==> config.mk <==
export PLATFORM = sky130hd
export DESIGN_NAME = tapc_top
export DESIGN_NICKNAME = d
export VERILOG_FILES = /design/src/hdl/tapc_swseq.v /design/src/hdl/tapc_top.v
export VERILOG_INCLUDE_DIRS = /design/src /design/src/hdl
export SDC_FILE = /design/constraint.sdc
export NUM_CORES = 1
export LEC_CHECK = 0
export BUFFER_PORTS_ARGS = -buffer_cell sky130_fd_sc_hd__buf_2
export CAP_MARGIN = 20
export CORE_UTILIZATION = 55
export CTS_BUF_LIST = sky130_fd_sc_hd__clkbuf_2 sky130_fd_sc_hd__clkbuf_4 sky130_fd_sc_hd__clkbuf_8
export DETAILED_ROUTE_END_ITERATION = 12
export GPL_ROUTABILITY_DRIVEN = 0
export PLACE_DENSITY = 0.79
export SYNTH_ARGS = -nofsm -noshare
export SYNTH_HDL_FRONTEND = slang
export SYNTH_SLANG_ARGS = --single-unit
==> constraint.sdc <==
create_clock -name mclk -period 2.44 [get_ports mclk]
set_input_delay 0.244 -clock mclk [delete_from_list [all_inputs] [get_ports mclk]]
set_output_delay 0.244 -clock mclk [all_outputs]
set_load 0.01 [all_outputs]
==> src/hdl/tapc_defines.vh <==
// Purpose: shared constants of the test access port block
// Assumes: included by bare name; definitions only
// Notes:   byte offsets of the word-aligned APB register map
`ifndef TAPC_DEFINES_VH
`define TAPC_DEFINES_VH

// ----------------------------------------------------------------
// register offsets
// ----------------------------------------------------------------
`define TAPC_OFS_DEN 8'h00
`define TAPC_OFS_PUR 8'h04
`define TAPC_OFS_AFSEL 8'h08
`define TAPC_OFS_LOCK 8'h0C
`define TAPC_OFS_COMMIT 8'h10
`define TAPC_OFS_STATUS 8'h14

// ----------------------------------------------------------------
// reset values and keys
// ----------------------------------------------------------------
`define TAPC_PINS_RST 5'h1F
`define TAPC_COMMIT_RST 5'h00
`define TAPC_LOCK_KEY 32'h1ACCE551
`define TAPC_LOCKED 32'h00000001
`define TAPC_UNLOCKED 32'h00000000

// ----------------------------------------------------------------
// pin bit positions within the five-bit pin fields
// ----------------------------------------------------------------
`define TAPC_PIN_TCK 0
`define TAPC_PIN_TMS 1
`define TAPC_PIN_TDI 2
`define TAPC_PIN_TDO 3
`define TAPC_PIN_TRST 4

// ----------------------------------------------------------------
// status field positions
// ----------------------------------------------------------------
`define TAPC_ST_STATE_LSB 0
`define TAPC_ST_IR_LSB 4
`define TAPC_ST_SWCNT_LSB 8
`define TAPC_ST_LINK_BIT 12

// ----------------------------------------------------------------
// instructions
// ----------------------------------------------------------------
`define TAPC_IR_IDCODE 4'hE
`define TAPC_IR_BYPASS 4'hF
`define TAPC_IR_CAPTURE 4'h1

// ----------------------------------------------------------------
// mode switch sequences and counts
// ----------------------------------------------------------------
`define TAPC_SEQ_TO_SW 16'hE79E
`define TAPC_SEQ_TO_JTAG 16'hE73C
`define TAPC_HI_RUN_MIN 6'h32
`define TAPC_SEQ_TOTAL 4'hA

`endif

==> src/hdl/tapc_swseq.v <==
// Purpose: detect debug-mode switch sequences on the mode-select line
// Assumes: step is a one-cycle pulse per test clock rising edge
// Notes:   counts alternating sequences while the device reset is held
`timescale 1ns/1ps
`include "tapc_defines.vh"

module tapc_swseq (
  input wire mclk,        // system clock
  input wire rst,         // synchronous reset, active high
  input wire step,        // test clock rising edge seen
  input wire tms,         // synchronised mode-select level
  input wire hold,        // device reset is being held
  output reg erase,       // one-cycle mass erase request
  output reg [3:0] seq_cnt // completed alternating sequences
);

  reg [5:0] hi_run;
  reg armed;
  reg [3:0] bit_cnt;
  reg [15:0] shreg;

  wire [15:0] pat_now = {tms, shreg[15:1]};
  wire last_bit = step & armed & (bit_cnt == 4'hF);
  wire got_sw = last_bit & (pat_now == `TAPC_SEQ_TO_SW);
  wire got_jtag = last_bit & (pat_now == `TAPC_SEQ_TO_JTAG);

  // ----------------------------------------------------------------
  // high run, pattern capture and sequence counting
  // ----------------------------------------------------------------
  always @(posedge mclk) begin
    if (rst) begin
      hi_run <= 6'h00;
      armed <= 1'b0;
      bit_cnt <= 4'h0;
      shreg <= 16'h0000;
      seq_cnt <= 4'h0;
      erase <= 1'b0;
    end else begin
      erase <= 1'b0;
      if (step) begin
        // saturating count of consecutive high samples
        if (tms) begin
          hi_run <= (hi_run == `TAPC_HI_RUN_MIN) ? hi_run : hi_run + 6'h01;
        end else begin
          hi_run <= 6'h00;
        end
        if (armed) begin
          shreg <= pat_now;
          bit_cnt <= bit_cnt + 4'h1;
          if (bit_cnt == 4'hF) begin
            armed <= 1'b0;
          end
        end else if (!tms && hi_run == `TAPC_HI_RUN_MIN) begin
          // first low bit after a long enough high run opens a pattern
          armed <= 1'b1;
          bit_cnt <= 4'h1;
          shreg <= pat_now;
        end
      end
      if (!hold) begin
        seq_cnt <= 4'h0;
      end else if (got_sw || got_jtag) begin
        // even count expects a switch to serial wire, odd back to jtag
        if ((got_sw && !seq_cnt[0]) || (got_jtag && seq_cnt[0])) begin
          if (seq_cnt + 4'h1 == `TAPC_SEQ_TOTAL) begin
            erase <= 1'b1;
            seq_cnt <= 4'h0;
          end else begin
            seq_cnt <= seq_cnt + 4'h1;
          end
        end else begin
          seq_cnt <= got_sw ? 4'h1 : 4'h0;
        end
      end
    end
  end

endmodule

==> src/hdl/tapc_top.v <==
// Purpose: boundary-scan test access port with shared-pin configuration
// Assumes: test pins are asynchronous and oversampled by mclk
// Notes:   pin configuration and commit protection sit behind APB
//
// Local design decisions: the register addresses and the APB slave port.
`timescale 1ns/1ps
`include "tapc_defines.vh"

module tapc_top #(
  parameter [31:0] IDCODE_VALUE = 32'h00000001 // arbitrary identity value
) (
  input wire mclk,                            // system clock, 40 MHz
  input wire rst,                             // power-on reset, sync, high
  input wire psel,                            // apb select
  input wire penable,                         // apb access phase
  input wire pwrite,                          // apb write direction
  input wire [7:0] paddr,                     // apb byte address
  input wire [31:0] pwdata,                   // apb write data
  output reg [31:0] prdata,                   // apb read data
  output reg pready,                          // apb ready
  output reg pslverr,                         // apb error, unmapped address
  input wire tck,                             // test clock pin
  input wire tms,                             // mode-select pin
  input wire tdi,                             // test data input pin
  input wire trst_n,                          // test reset pin, active low
  input wire dev_rst_n,                       // device reset pin, active low
  output reg tdo,                             // test data output
  output reg tdo_oe,                          // test data output enable
  output reg [4:0] pin_digital_enable,        // debug pin digital enables
  output reg [4:0] pin_pullup_enable,         // debug pin pull-ups
  output reg [4:0] pin_alt_function_select,   // debug pin alt function
  output reg mass_erase                       // whole flash erase request pulse
);

  // ----------------------------------------------------------------
  // controller states
  // ----------------------------------------------------------------
  localparam [3:0] ST_TLR = 4'h0;
  localparam [3:0] ST_RTI = 4'h1;
  localparam [3:0] ST_SELDR = 4'h2;
  localparam [3:0] ST_CAPDR = 4'h3;
  localparam [3:0] ST_SHDR = 4'h4;
  localparam [3:0] ST_EX1DR = 4'h5;
  localparam [3:0] ST_PSDR = 4'h6;
  localparam [3:0] ST_EX2DR = 4'h7;
  localparam [3:0] ST_UPDR = 4'h8;
  localparam [3:0] ST_SELIR = 4'h9;
  localparam [3:0] ST_CAPIR = 4'hA;
  localparam [3:0] ST_SHIR = 4'hB;
  localparam [3:0] ST_EX1IR = 4'hC;
  localparam [3:0] ST_PSIR = 4'hD;
  localparam [3:0] ST_EX2IR = 4'hE;
  localparam [3:0] ST_UPIR = 4'hF;

  // next controller state from current state and sampled mode-select
  function [3:0] tapc_next;
    input [3:0] st;
    input m;
    begin
      case (st)
        ST_TLR: tapc_next = m ? ST_TLR : ST_RTI;
        ST_RTI: tapc_next = m ? ST_SELDR : ST_RTI;
        ST_SELDR: tapc_next = m ? ST_SELIR : ST_CAPDR;
        ST_CAPDR: tapc_next = m ? ST_EX1DR : ST_SHDR;
        ST_SHDR: tapc_next = m ? ST_EX1DR : ST_SHDR;
        ST_EX1DR: tapc_next = m ? ST_UPDR : ST_PSDR;
        ST_PSDR: tapc_next = m ? ST_EX2DR : ST_PSDR;
        ST_EX2DR: tapc_next = m ? ST_UPDR : ST_SHDR;
        ST_UPDR: tapc_next = m ? ST_SELDR : ST_RTI;
        ST_SELIR: tapc_next = m ? ST_TLR : ST_CAPIR;
        ST_CAPIR: tapc_next = m ? ST_EX1IR : ST_SHIR;
        ST_SHIR: tapc_next = m ? ST_EX1IR : ST_SHIR;
        ST_EX1IR: tapc_next = m ? ST_UPIR : ST_PSIR;
        ST_PSIR: tapc_next = m ? ST_EX2IR : ST_PSIR;
        ST_EX2IR: tapc_next = m ? ST_UPIR : ST_SHIR;
        ST_UPIR: tapc_next = m ? ST_SELDR : ST_RTI;
        default: tapc_next = ST_TLR;
      endcase
    end
  endfunction

  // instruction decode: only the id code selects the long chain
  function sel_id;
    input [3:0] code;
    begin
      sel_id = (code == `TAPC_IR_IDCODE);
    end
  endfunction

  // ----------------------------------------------------------------
  // pin synchronisers and test clock edge detection
  // ----------------------------------------------------------------
  reg tck_m, tck_s, tck_d;
  reg tms_m, tms_s;
  reg tdi_m, tdi_s;
  reg trst_m, trst_s;
  reg drst_m, drst_s;

  // two flip-flops per pin before any logic reads it
  always @(posedge mclk) begin
    if (rst) begin
      {tck_m, tck_s, tck_d} <= 3'h7;
      {tms_m, tms_s, tdi_m, tdi_s} <= 4'hF;
      {trst_m, trst_s, drst_m, drst_s} <= 4'hF;
    end else begin
      tck_m <= tck;
      tck_s <= tck_m;
      tck_d <= tck_s;
      tms_m <= tms;
      tms_s <= tms_m;
      tdi_m <= tdi;
      tdi_s <= tdi_m;
      trst_m <= trst_n;
      trst_s <= trst_m;
      drst_m <= dev_rst_n;
      drst_s <= drst_m;
    end
  end

  // port only listens while its input pins keep the debug function
  wire link_on = pin_alt_function_select[`TAPC_PIN_TCK] &
                 pin_alt_function_select[`TAPC_PIN_TMS] &
                 pin_alt_function_select[`TAPC_PIN_TDI];
  wire tck_rise = link_on & tck_s & ~tck_d;
  wire tck_fall = link_on & ~tck_s & tck_d;
  wire trst_act = pin_alt_function_select[`TAPC_PIN_TRST] & ~trst_s;
  wire dev_hold = ~drst_s;

  // ----------------------------------------------------------------
  // controller, instruction chain and data chains
  // ----------------------------------------------------------------
  reg [3:0] state;
  reg [3:0] ir;
  reg [3:0] ir_sh;
  reg [31:0] dr_sh;
  wire [3:0] next_state = tapc_next(state, tms_s);

  // all actions except test reset happen only on a detected rising test clock edge
  always @(posedge mclk) begin
    if (rst || trst_act) begin
      state <= ST_TLR;
      ir <= `TAPC_IR_IDCODE;
      ir_sh <= `TAPC_IR_CAPTURE;
      dr_sh <= 32'h00000000;
    end else if (tck_rise) begin
      state <= next_state;
      case (state)
        ST_CAPIR: begin
          ir_sh <= `TAPC_IR_CAPTURE;
        end
        ST_SHIR: begin
          ir_sh <= {tdi_s, ir_sh[3:1]};
        end
        ST_UPIR: begin
          ir <= ir_sh;
        end
        ST_CAPDR: begin
          // every code other than id code acts as the one-bit bypass
          if (sel_id(ir)) begin
            dr_sh <= IDCODE_VALUE;
          end else begin
            dr_sh <= 32'h00000000;
          end
        end
        ST_SHDR: begin
          if (sel_id(ir)) begin
            dr_sh <= {tdi_s, dr_sh[31:1]};
          end else begin
            dr_sh <= {31'h00000000, tdi_s};
          end
        end
        default: begin
          ir <= ir;
        end
      endcase
      // id instruction loads on the edge that enters test-logic-reset
      if (next_state == ST_TLR) begin
        ir <= `TAPC_IR_IDCODE;
      end
    end
  end

  // data output and its enable move on the falling test clock edge
  always @(posedge mclk) begin
    if (rst || trst_act || !pin_alt_function_select[`TAPC_PIN_TDO]) begin
      tdo <= 1'b0;
      tdo_oe <= 1'b0;
    end else if (tck_fall) begin
      tdo <= (state == ST_SHIR) ? ir_sh[0] : dr_sh[0];
      tdo_oe <= (state == ST_SHIR) || (state == ST_SHDR);
    end
  end

  // ----------------------------------------------------------------
  // recovery sequence detector
  // ----------------------------------------------------------------
  wire erase_req;
  wire [3:0] seq_cnt;

  tapc_swseq u_swseq (
    .mclk(mclk),
    .rst(rst),
    .step(tck_rise),
    .tms(tms_s),
    .hold(dev_hold),
    .erase(erase_req),
    .seq_cnt(seq_cnt)
  );

  // erase covers the whole array; protection and nv words untouched
  always @(posedge mclk) begin
    if (rst) begin
      mass_erase <= 1'b0;
    end else begin
      mass_erase <= erase_req;
    end
  end

  // ----------------------------------------------------------------
  // apb slave and pin configuration registers
  // ----------------------------------------------------------------
  reg unlocked;
  reg [4:0] commit;
  wire cfg_rst = rst | dev_hold;
  wire acc = psel & penable & pready;
  wire wr = acc & pwrite;
  wire [4:0] af_mask = commit & {5{unlocked}};
  reg mapped;
  reg [31:0] rd_val;

  // read mux and address decode
  always @* begin
    mapped = 1'b1;
    rd_val = 32'h00000000;
    case (paddr)
      `TAPC_OFS_DEN: rd_val = {27'h0000000, pin_digital_enable};
      `TAPC_OFS_PUR: rd_val = {27'h0000000, pin_pullup_enable};
      `TAPC_OFS_AFSEL: rd_val = {27'h0000000, pin_alt_function_select};
      `TAPC_OFS_LOCK: rd_val = unlocked ? `TAPC_UNLOCKED : `TAPC_LOCKED;
      `TAPC_OFS_COMMIT: rd_val = {27'h0000000, commit};
      `TAPC_OFS_STATUS: begin
        rd_val[`TAPC_ST_STATE_LSB +: 4] = state;
        rd_val[`TAPC_ST_IR_LSB +: 4] = ir;
        rd_val[`TAPC_ST_SWCNT_LSB +: 4] = seq_cnt;
        rd_val[`TAPC_ST_LINK_BIT] = link_on;
      end
      default: mapped = 1'b0;
    endcase
  end

  // ready one cycle into the access phase; data and error with it
  always @(posedge mclk) begin
    if (rst) begin
      pready <= 1'b0;
      prdata <= 32'h00000000;
      pslverr <= 1'b0;
    end else begin
      pready <= psel & penable & ~pready;
      pslverr <= psel & penable & ~pready & ~mapped;
      if (psel && penable && !pready && !pwrite) begin
        prdata <= rd_val;
      end
    end
  end

  // configuration held at defaults under power-on or device reset
  always @(posedge mclk) begin
    if (cfg_rst) begin
      pin_digital_enable <= `TAPC_PINS_RST;
      pin_pullup_enable <= `TAPC_PINS_RST;
      pin_alt_function_select <= `TAPC_PINS_RST;
      unlocked <= 1'b0;
      commit <= `TAPC_COMMIT_RST;
    end else if (wr) begin
      case (paddr)
        `TAPC_OFS_DEN: pin_digital_enable <= pwdata[4:0];
        `TAPC_OFS_PUR: pin_pullup_enable <= pwdata[4:0];
        `TAPC_OFS_AFSEL: begin
          // only unlocked and committed bits take the new value
          pin_alt_function_select <= (pin_alt_function_select & ~af_mask) |
                                     (pwdata[4:0] & af_mask);
        end
        `TAPC_OFS_LOCK: unlocked <= (pwdata == `TAPC_LOCK_KEY);
        `TAPC_OFS_COMMIT: begin
          if (unlocked) begin
            commit <= pwdata[4:0];
          end
        end
        default: commit <= commit;
      endcase
    end
  end

endmodule
# Yosys cells after proc, flatten, opt, wreduce, memory -nomap -nowiden
# Cells that the tools add are included.
[totals] reg_bits=145 inputBits=50
[classes] mux=36 eq_ne=28 reduce_logical=39 bitwise_logic=30 n_addsub=3
[op_table] operator="$pmux 13 s6" n=1
[op_table] operator="$pmux 32 s2" n=1
[op_table] operator="$pmux 4 s12" n=1
[op_table] operator="$eq 4x4->1 const B" n=11
[op_table] operator="$mux 4" n=10
[op_table] operator="$eq 16x16->1 const B" n=2
[op_table] operator="$eq 32x29->1 const B" n=1
[op_table] operator="$mux 16" n=2
[op_table] operator="$mux 32" n=1
[op_table] operator="$reduce_and 2->1" n=9
[op_table] operator="$and 1x1->1" n=16
[op_table] operator="$eq 4x3->1 const B" n=4
[op_table] operator="$eq 8x4->1 const B" n=2
[op_table] operator="$eq 8x5->1 const B" n=2
[op_table] operator="$and 5x5->5" n=3
[op_table] operator="$mux 1" n=12
[op_table] operator="$mux 6" n=2
[op_table] operator="$add 4x1->4 const B" n=2
[op_table] operator="$eq 4x2->1 const B" n=2
[op_table] operator="$eq 8x3->1 const B" n=1
[op_table] operator="$logic_not 4->1" n=2
[op_table] operator="$logic_not 8->1" n=1
[op_table] operator="$not 1->1" n=8
[op_table] operator="$pmux 4 s2" n=1
[op_table] operator="18 further kinds" n=39

# Depth between registers and ports, before layout
[logic_depth] ltp_word=11 depth_mapped=7 ltp_nobuf=6

# By module
# Synthesis repeated with hierarchy kept, for this count alone.
[unflattened] cells_unflattened=629 hier_area_um2=5704.2
[modules_own_cells] mod="tapc_top" instances=1 cells_per_inst=448 area_per_inst_um2=4070.2
[modules_own_cells] mod="tapc_swseq" instances=1 cells_per_inst=181 area_per_inst_um2=1634.1

# Least setup slack after synthesis
# No wires, ideal clock.
[synth_path] path_type="input-to-reg" startpoint="input paddr[5]" endpoint="register unlocked" required_ps=2370 setup_slack_ps=462 arrival_time_ps=1907 stages=4 n_path_buf=0 cell_sequence="or4_4 or4_4 or4_1 a21oi_1"
[synth_between] elab_chain_cells=2
[synth_lines] item="from (decl)" line_no="tapc_top.v:17" text="input wire [7:0] paddr,"
[synth_lines] item="$eq 8x4->1" line_no="tapc_top.v:275" text="case (paddr)"
[synth_lines] item="$reduce_and 2->1 (no source line)"
[synth_lines] item="to (signal assigned)" line_no="tapc_top.v:283" text="`TAPC_OFS_LOCK: unlocked <= (pwdata == `TAPC_LOCK_KEY);"
[synth_lines] item="to (decl)" line_no="tapc_top.v:222" text="reg unlocked;"
# No other way between the ends.
# A chain may end at the register's enable or synchronous reset.

# Final worst setup path
[layout_path] startpoint="register state[1]" endpoint="register dr_sh[7]"
[layout_between] elab_chain_cells=3 word_cells_on_any_way=5 classes_between="2 x eq/ne; 1 x mux; 2 x reduce/logical"
[layout_lines] item="from (decl)" line_no="tapc_top.v:132" text="reg [3:0] state;"
[layout_lines] item="from (signal assigned)" line_no="tapc_top.v:146" text="state <= next_state;"
[layout_lines] item="$eq 4x3->1 or $eq 4x2->1 (tied branches)" line_no="tapc_top.v:147" text="case (state)"
[layout_lines] item="$reduce_bool 2->1 (no source line)"
[layout_lines] item="$reduce_and 2->1 (no source line)"
[layout_lines] item="to (signal assigned)" line_no="tapc_top.v:167" text="dr_sh <= {tdi_s, dr_sh[31:1]};"
[layout_lines] item="to (signal assigned)" line_no="tapc_top.v:169" text="dr_sh <= {31'h00000000, tdi_s};"
[layout_lines] item="to (decl)" line_no="tapc_top.v:135" text="reg [31:0] dr_sh;"
# Parallel ways exist; a longest one is shown, timed or not.

==> impl_results.html <==
<table>
<tr><th>Metric</th><th>Value</th></tr>
<tr><th colspan="2">Logic synthesis</th></tr>
<tr><td>Post-synthesis sequential element count</td><td>125</td></tr>
<tr><td>Area share of the largest cell type after synthesis</td><td>44.5%</td></tr>
<tr><td>Count of yosys warnings during synthesis</td><td>0</td></tr>
<tr><td>Synthesized netlist cell count</td><td>624</td></tr>
<tr><td>Average instance area after synthesis</td><td>9.01 µm²</td></tr>
<tr><td>Largest cells by area after synthesis</td><td>sky130_fd_sc_hd__dfxtp_1, sky130_fd_sc_hd__a22oi_1, sky130_fd_sc_hd__mux2i_1</td></tr>
<tr><td>Async SR Flop Fraction</td><td>0%</td></tr>
<tr><td>Most frequently used flop master after synthesis</td><td>sky130_fd_sc_hd__dfxtp_1</td></tr>
<tr><td>Top cell type by total area after synthesis</td><td>sky130_fd_sc_hd__dfxtp_1</td></tr>
<tr><td>Number of flops mapped to enable cells by yosys</td><td>0</td></tr>
<tr><td>Sequential-to-total area share from yosys stat</td><td>44.5%</td></tr>
<tr><td>Cell area after technology mapping</td><td>5620 µm²</td></tr>
<tr><td>Count of different cell masters after synthesis</td><td>68</td></tr>
<tr><th colspan="2">STA</th></tr>
<tr><td>Hold Fails Final Rpt</td><td>0</td></tr>
<tr><td>Normalized max-slew margin</td><td>56.1%</td></tr>
<tr><td>Post-route clock period utilization</td><td>87.0%</td></tr>
<tr><td>Largest clock skew in the final design</td><td>0.0220 ns</td></tr>
<tr><td>Setup repair after global routing missed its margin</td><td>no</td></tr>
<tr><td>Maximum clock frequency</td><td>471 MHz</td></tr>
<tr><td>Final Critical Period</td><td>2.12 ns</td></tr>
<tr><td>Count of final max-slew check failures</td><td>0</td></tr>
<tr><td>WHS</td><td>0.0824 ns</td></tr>
<tr><td>Actual transition at the worst max-transition pin</td><td>0.654 ns</td></tr>
<tr><td>Final setup violation count</td><td>0</td></tr>
<tr><td>Aggregate negative setup slack</td><td>0 ns</td></tr>
<tr><th colspan="2">Worst setup path</th></tr>
<tr><td>Arrival time at the worst endpoint</td><td>2.49 ns</td></tr>
<tr><td>Req. time, crit path</td><td>2.81 ns</td></tr>
<tr><td>Slowest Stage Delay on Critical Path</td><td>0.78 ns</td></tr>
<tr><td>Register-to-register setup slack</td><td>0.32 ns</td></tr>
<tr><td>Maximum fanout along the worst path</td><td>30</td></tr>
<tr><td>Type of element capturing the critical path</td><td>flip-flop</td></tr>
<tr><td>Cells on worst reg2reg path</td><td>5</td></tr>
<tr><td>Crit path max-delay family</td><td>simple AND/OR/NAND/NOR gates</td></tr>
<tr><td>Worst Path Class, Setup</td><td>flip-flop to flip-flop</td></tr>
<tr><td>Count of buffer and inverter cells on the critical path</td><td>1</td></tr>
<tr><td>Slowest-stage cell, CP</td><td>sky130_fd_sc_hd__or4b_2</td></tr>
<tr><td>Critical Path Source Type</td><td>flip-flop</td></tr>
<tr><td>Reg2reg start</td><td>state[1]</td></tr>
<tr><td>Worst R2R End</td><td>dr_sh[7]</td></tr>
<tr><td>Critical-path cell list</td><td>or4b_2, nor4_2, buf_4, a22oi_1, nor2_1</td></tr>
<tr><th colspan="2">Outcome</th></tr>
<tr><td>Status</td><td>completed</td></tr>
<tr><th colspan="2">Min path</th></tr>
<tr><td>Min-Delay Path Class</td><td>primary input to flip-flop</td></tr>
<tr><td>Hold path endpoint</td><td>pready</td></tr>
<tr><td>Min-Delay Path Depth</td><td>3</td></tr>
<tr><td>Start point of the worst hold path</td><td>penable</td></tr>
<tr><th colspan="2">Layout</th></tr>
<tr><td>Post-route cell area</td><td>6610 µm²</td></tr>
<tr><td>ANT cells</td><td>0</td></tr>
<tr><td>Post-Route Utilization</td><td>67.3%</td></tr>
<tr><td>Most used cells in the layout excluding fill and tap cells</td><td>sky130_fd_sc_hd__dfxtp_1, sky130_fd_sc_hd__buf_2, sky130_fd_sc_hd__nor2_1</td></tr>
<tr><td>Most common library cell in the layout ignoring fill and taps</td><td>sky130_fd_sc_hd__dfxtp_1</td></tr>
<tr><td>Share of cells above drive strength 1</td><td>22.4%</td></tr>
<tr><td>Synth-to-Final Area Change</td><td>17.5%</td></tr>
<tr><td>Final net count</td><td>771</td></tr>
<tr><th colspan="2">Drt</th></tr>
<tr><td>Count of routing violations after the opening detailed-route iteration</td><td>398</td></tr>
<tr><td>Number of search-and-repair iterations in the first detailed-routing pass</td><td>5</td></tr>
<tr><td>Final wirelength</td><td>13,200 µm</td></tr>
<tr><td>Vias per Instance</td><td>5.91</td></tr>
<tr><td>Via Count</td><td>5,094</td></tr>
<tr><td>Routed WL per cell</td><td>15.4 µm</td></tr>
<tr><td>Count of unresolved DRC violations after routing</td><td>0</td></tr>
<tr><td>Count of nets left with antenna violations after detail routing</td><td>0</td></tr>
<tr><th colspan="2">Floorplanning</th></tr>
<tr><td>Die width</td><td>103 µm</td></tr>
<tr><td>Die footprint</td><td>10,600 µm²</td></tr>
<tr><td>Initial core utilization</td><td>57.3%</td></tr>
<tr><td>Number of cell rows</td><td>36</td></tr>
<tr><td>Core area</td><td>9820 µm²</td></tr>
<tr><td>IO Pins</td><td>102</td></tr>
<tr><td>Height of the die</td><td>103 µm</td></tr>
<tr><th colspan="2">Clock network</th></tr>
<tr><td>Post-CTS Hold Fix Bufs</td><td>5</td></tr>
<tr><td>Count of cells resized by post-cts repair</td><td>0</td></tr>
<tr><td>TritonCTS clock tree</td><td>done</td></tr>
<tr><td>CTS sink cnt</td><td>125</td></tr>
<tr><td>Post-CTS setup-driven buffer insertion count</td><td>0</td></tr>
<tr><td>Number of buffers on the longest clock path</td><td>2</td></tr>
<tr><td>CTS root buf</td><td>sky130_fd_sc_hd__clkbuf_8</td></tr>
<tr><td>Number of clock buffers inserted by TritonCTS</td><td>17</td></tr>
<tr><td>Clock network latency to the later pin of the worst-skew pair</td><td>0.45 ns</td></tr>
<tr><td>Clock transition at path regs</td><td>0.07 ns</td></tr>
<tr><td>Number of levels the H-tree was split into</td><td>4</td></tr>
<tr><th colspan="2">Placement</th></tr>
<tr><td>Detail Placement HPWL</td><td>9450 µm</td></tr>
<tr><td>DP Area</td><td>6160 µm²</td></tr>
<tr><td>Port-buffer cells</td><td>82</td></tr>
<tr><th colspan="2">Power and ir drop</th></tr>
<tr><td>Total leakage power</td><td>2.61 nW</td></tr>
<tr><td>Power per Cell Area</td><td>614 nW/µm²</td></tr>
<tr><td>Peak supply drop</td><td>368 µV</td></tr>
<tr><th colspan="2">Global routing</th></tr>
<tr><td>Total global routing track utilization</td><td>26.1%</td></tr>
<tr><td>Grt ovf</td><td>0</td></tr>
<tr><td>Via count of the first global-routing pass</td><td>4,619</td></tr>
<tr><td>Wire length of the first global-routing pass</td><td>21,400 µm</td></tr>
<tr><td>Initial antenna violation count</td><td>0</td></tr>
<tr><td>Largest net degree at the start of global routing</td><td>36</td></tr>
<tr><th colspan="2">Run</th></tr>
<tr><td>Max-capacitance violation count</td><td>0</td></tr>
</table>
[worst max path at each step]
stage | depth (start not counted) | startpoint | end | slack [ns]
6_report | 5 | state[1] | dr_sh[7] | 0.32
5_1_grt | 5 | state[1] | dr_sh[7] | 0.23
4_1_cts | 5 | state[1] | dr_sh[7] | 0.33
3_5_place_dp | 5 | paddr[5] | unlocked | 0.27
3_3_place_gp | 5 | paddr[5] | unlocked | 0.29
2_1_floorplan | 4 | paddr[5] | unlocked | 0.46
[cell type report]
type,count,area [µm²]
Sequential cell,125,2500
Clock buffer,19,255
Fill cell,802,3210
Tap cell,133,166
Inverter,15,56.3
Clock inverter,13,143
Multi-Input combinational cell,451,2880
Timing Repair Buffer,106,603
[metal layers]
layer  wire [µm]  track usage (%)
met5           0                0
met4         240             10.7
met2        6610             44.3
met3         736             5.90
met1        5650             31.8
[Yosys cell counts, drive strengths merged, types with 4 or more instances]
cell / n
clkbuf: 26
nor4bb: 9
nand3: 19
and3: 5
or4: 6
or3: 4
nand4: 5
nor3: 10
nand2b: 4
buf: 25
inv: 14
a21boi: 5
a21oi: 30
or3b: 4
nor4: 7
a311o: 5
o21ai: 27
and4: 6
or2: 14
dfxtp: 125
a211oi: 7
nor2: 65
nand4b: 4
ha: 5
a22oi: 43
nand2: 51
nor2b: 8
mux2i: 32
[worst reg2reg max path: stages, from the launching register on]
cell and delay [ns]:
sky130_fd_sc_hd__dfxtp_1 0.46, sky130_fd_sc_hd__or4b_2 0.78, sky130_fd_sc_hd__nor4_2 0.25, sky130_fd_sc_hd__buf_4 0.33, sky130_fd_sc_hd__a22oi_1 0.12, sky130_fd_sc_hd__nor2_1 0.12
[kinds of logic (layout without fill, tap and decap cells)]
logic type	count (synthesis)	in the layout	synth area share [%]
AO/OA/AOI/OAI	150	150	18.3
XOR/XNOR	6	6	0.935
adder cells (fa/ha/maj)	5	5	1.11
buffers and inverters	66	153	5.79
flip-flops	125	125	44.5
multiplexers	34	34	6.30
other	1	19	0.0667
AND/OR/NAND/NOR	237	237	23.0
[through the flow]
stage | total power, mW | worst slack, ns | std cells
global placement | 2.29 | 0.291 | 825
CTS | 4.07 | 0.335 | 862
floorplan | 2.24 | 0.462 | 642
detailed placement | 2.30 | 0.270 | 825
global route | 4.19 | 0.228 | 862
finish | 4.05 | 0.317 | 862
[report_power, final]
part           internal, mW  switching, mW
clock                 0.947          0.846
sequential             2.05        0.00814
combinational        0.0780          0.124
[registers in the layout, summed over array words and instances (netlist names), 4 cells and up, named ones only]
signal              count
u_swseq.hi_run          6
prdata                 13
ir                      4
commit                  5
state                   4
dr_sh                  32
u_swseq.seq_cnt         4
u_swseq.bit_cnt         4
ir_sh                   4
pin_pullup_enable       5
u_swseq.shreg          15
pin_digital_enable      5
Note: power is estimated with default switching activity, not from simulation.
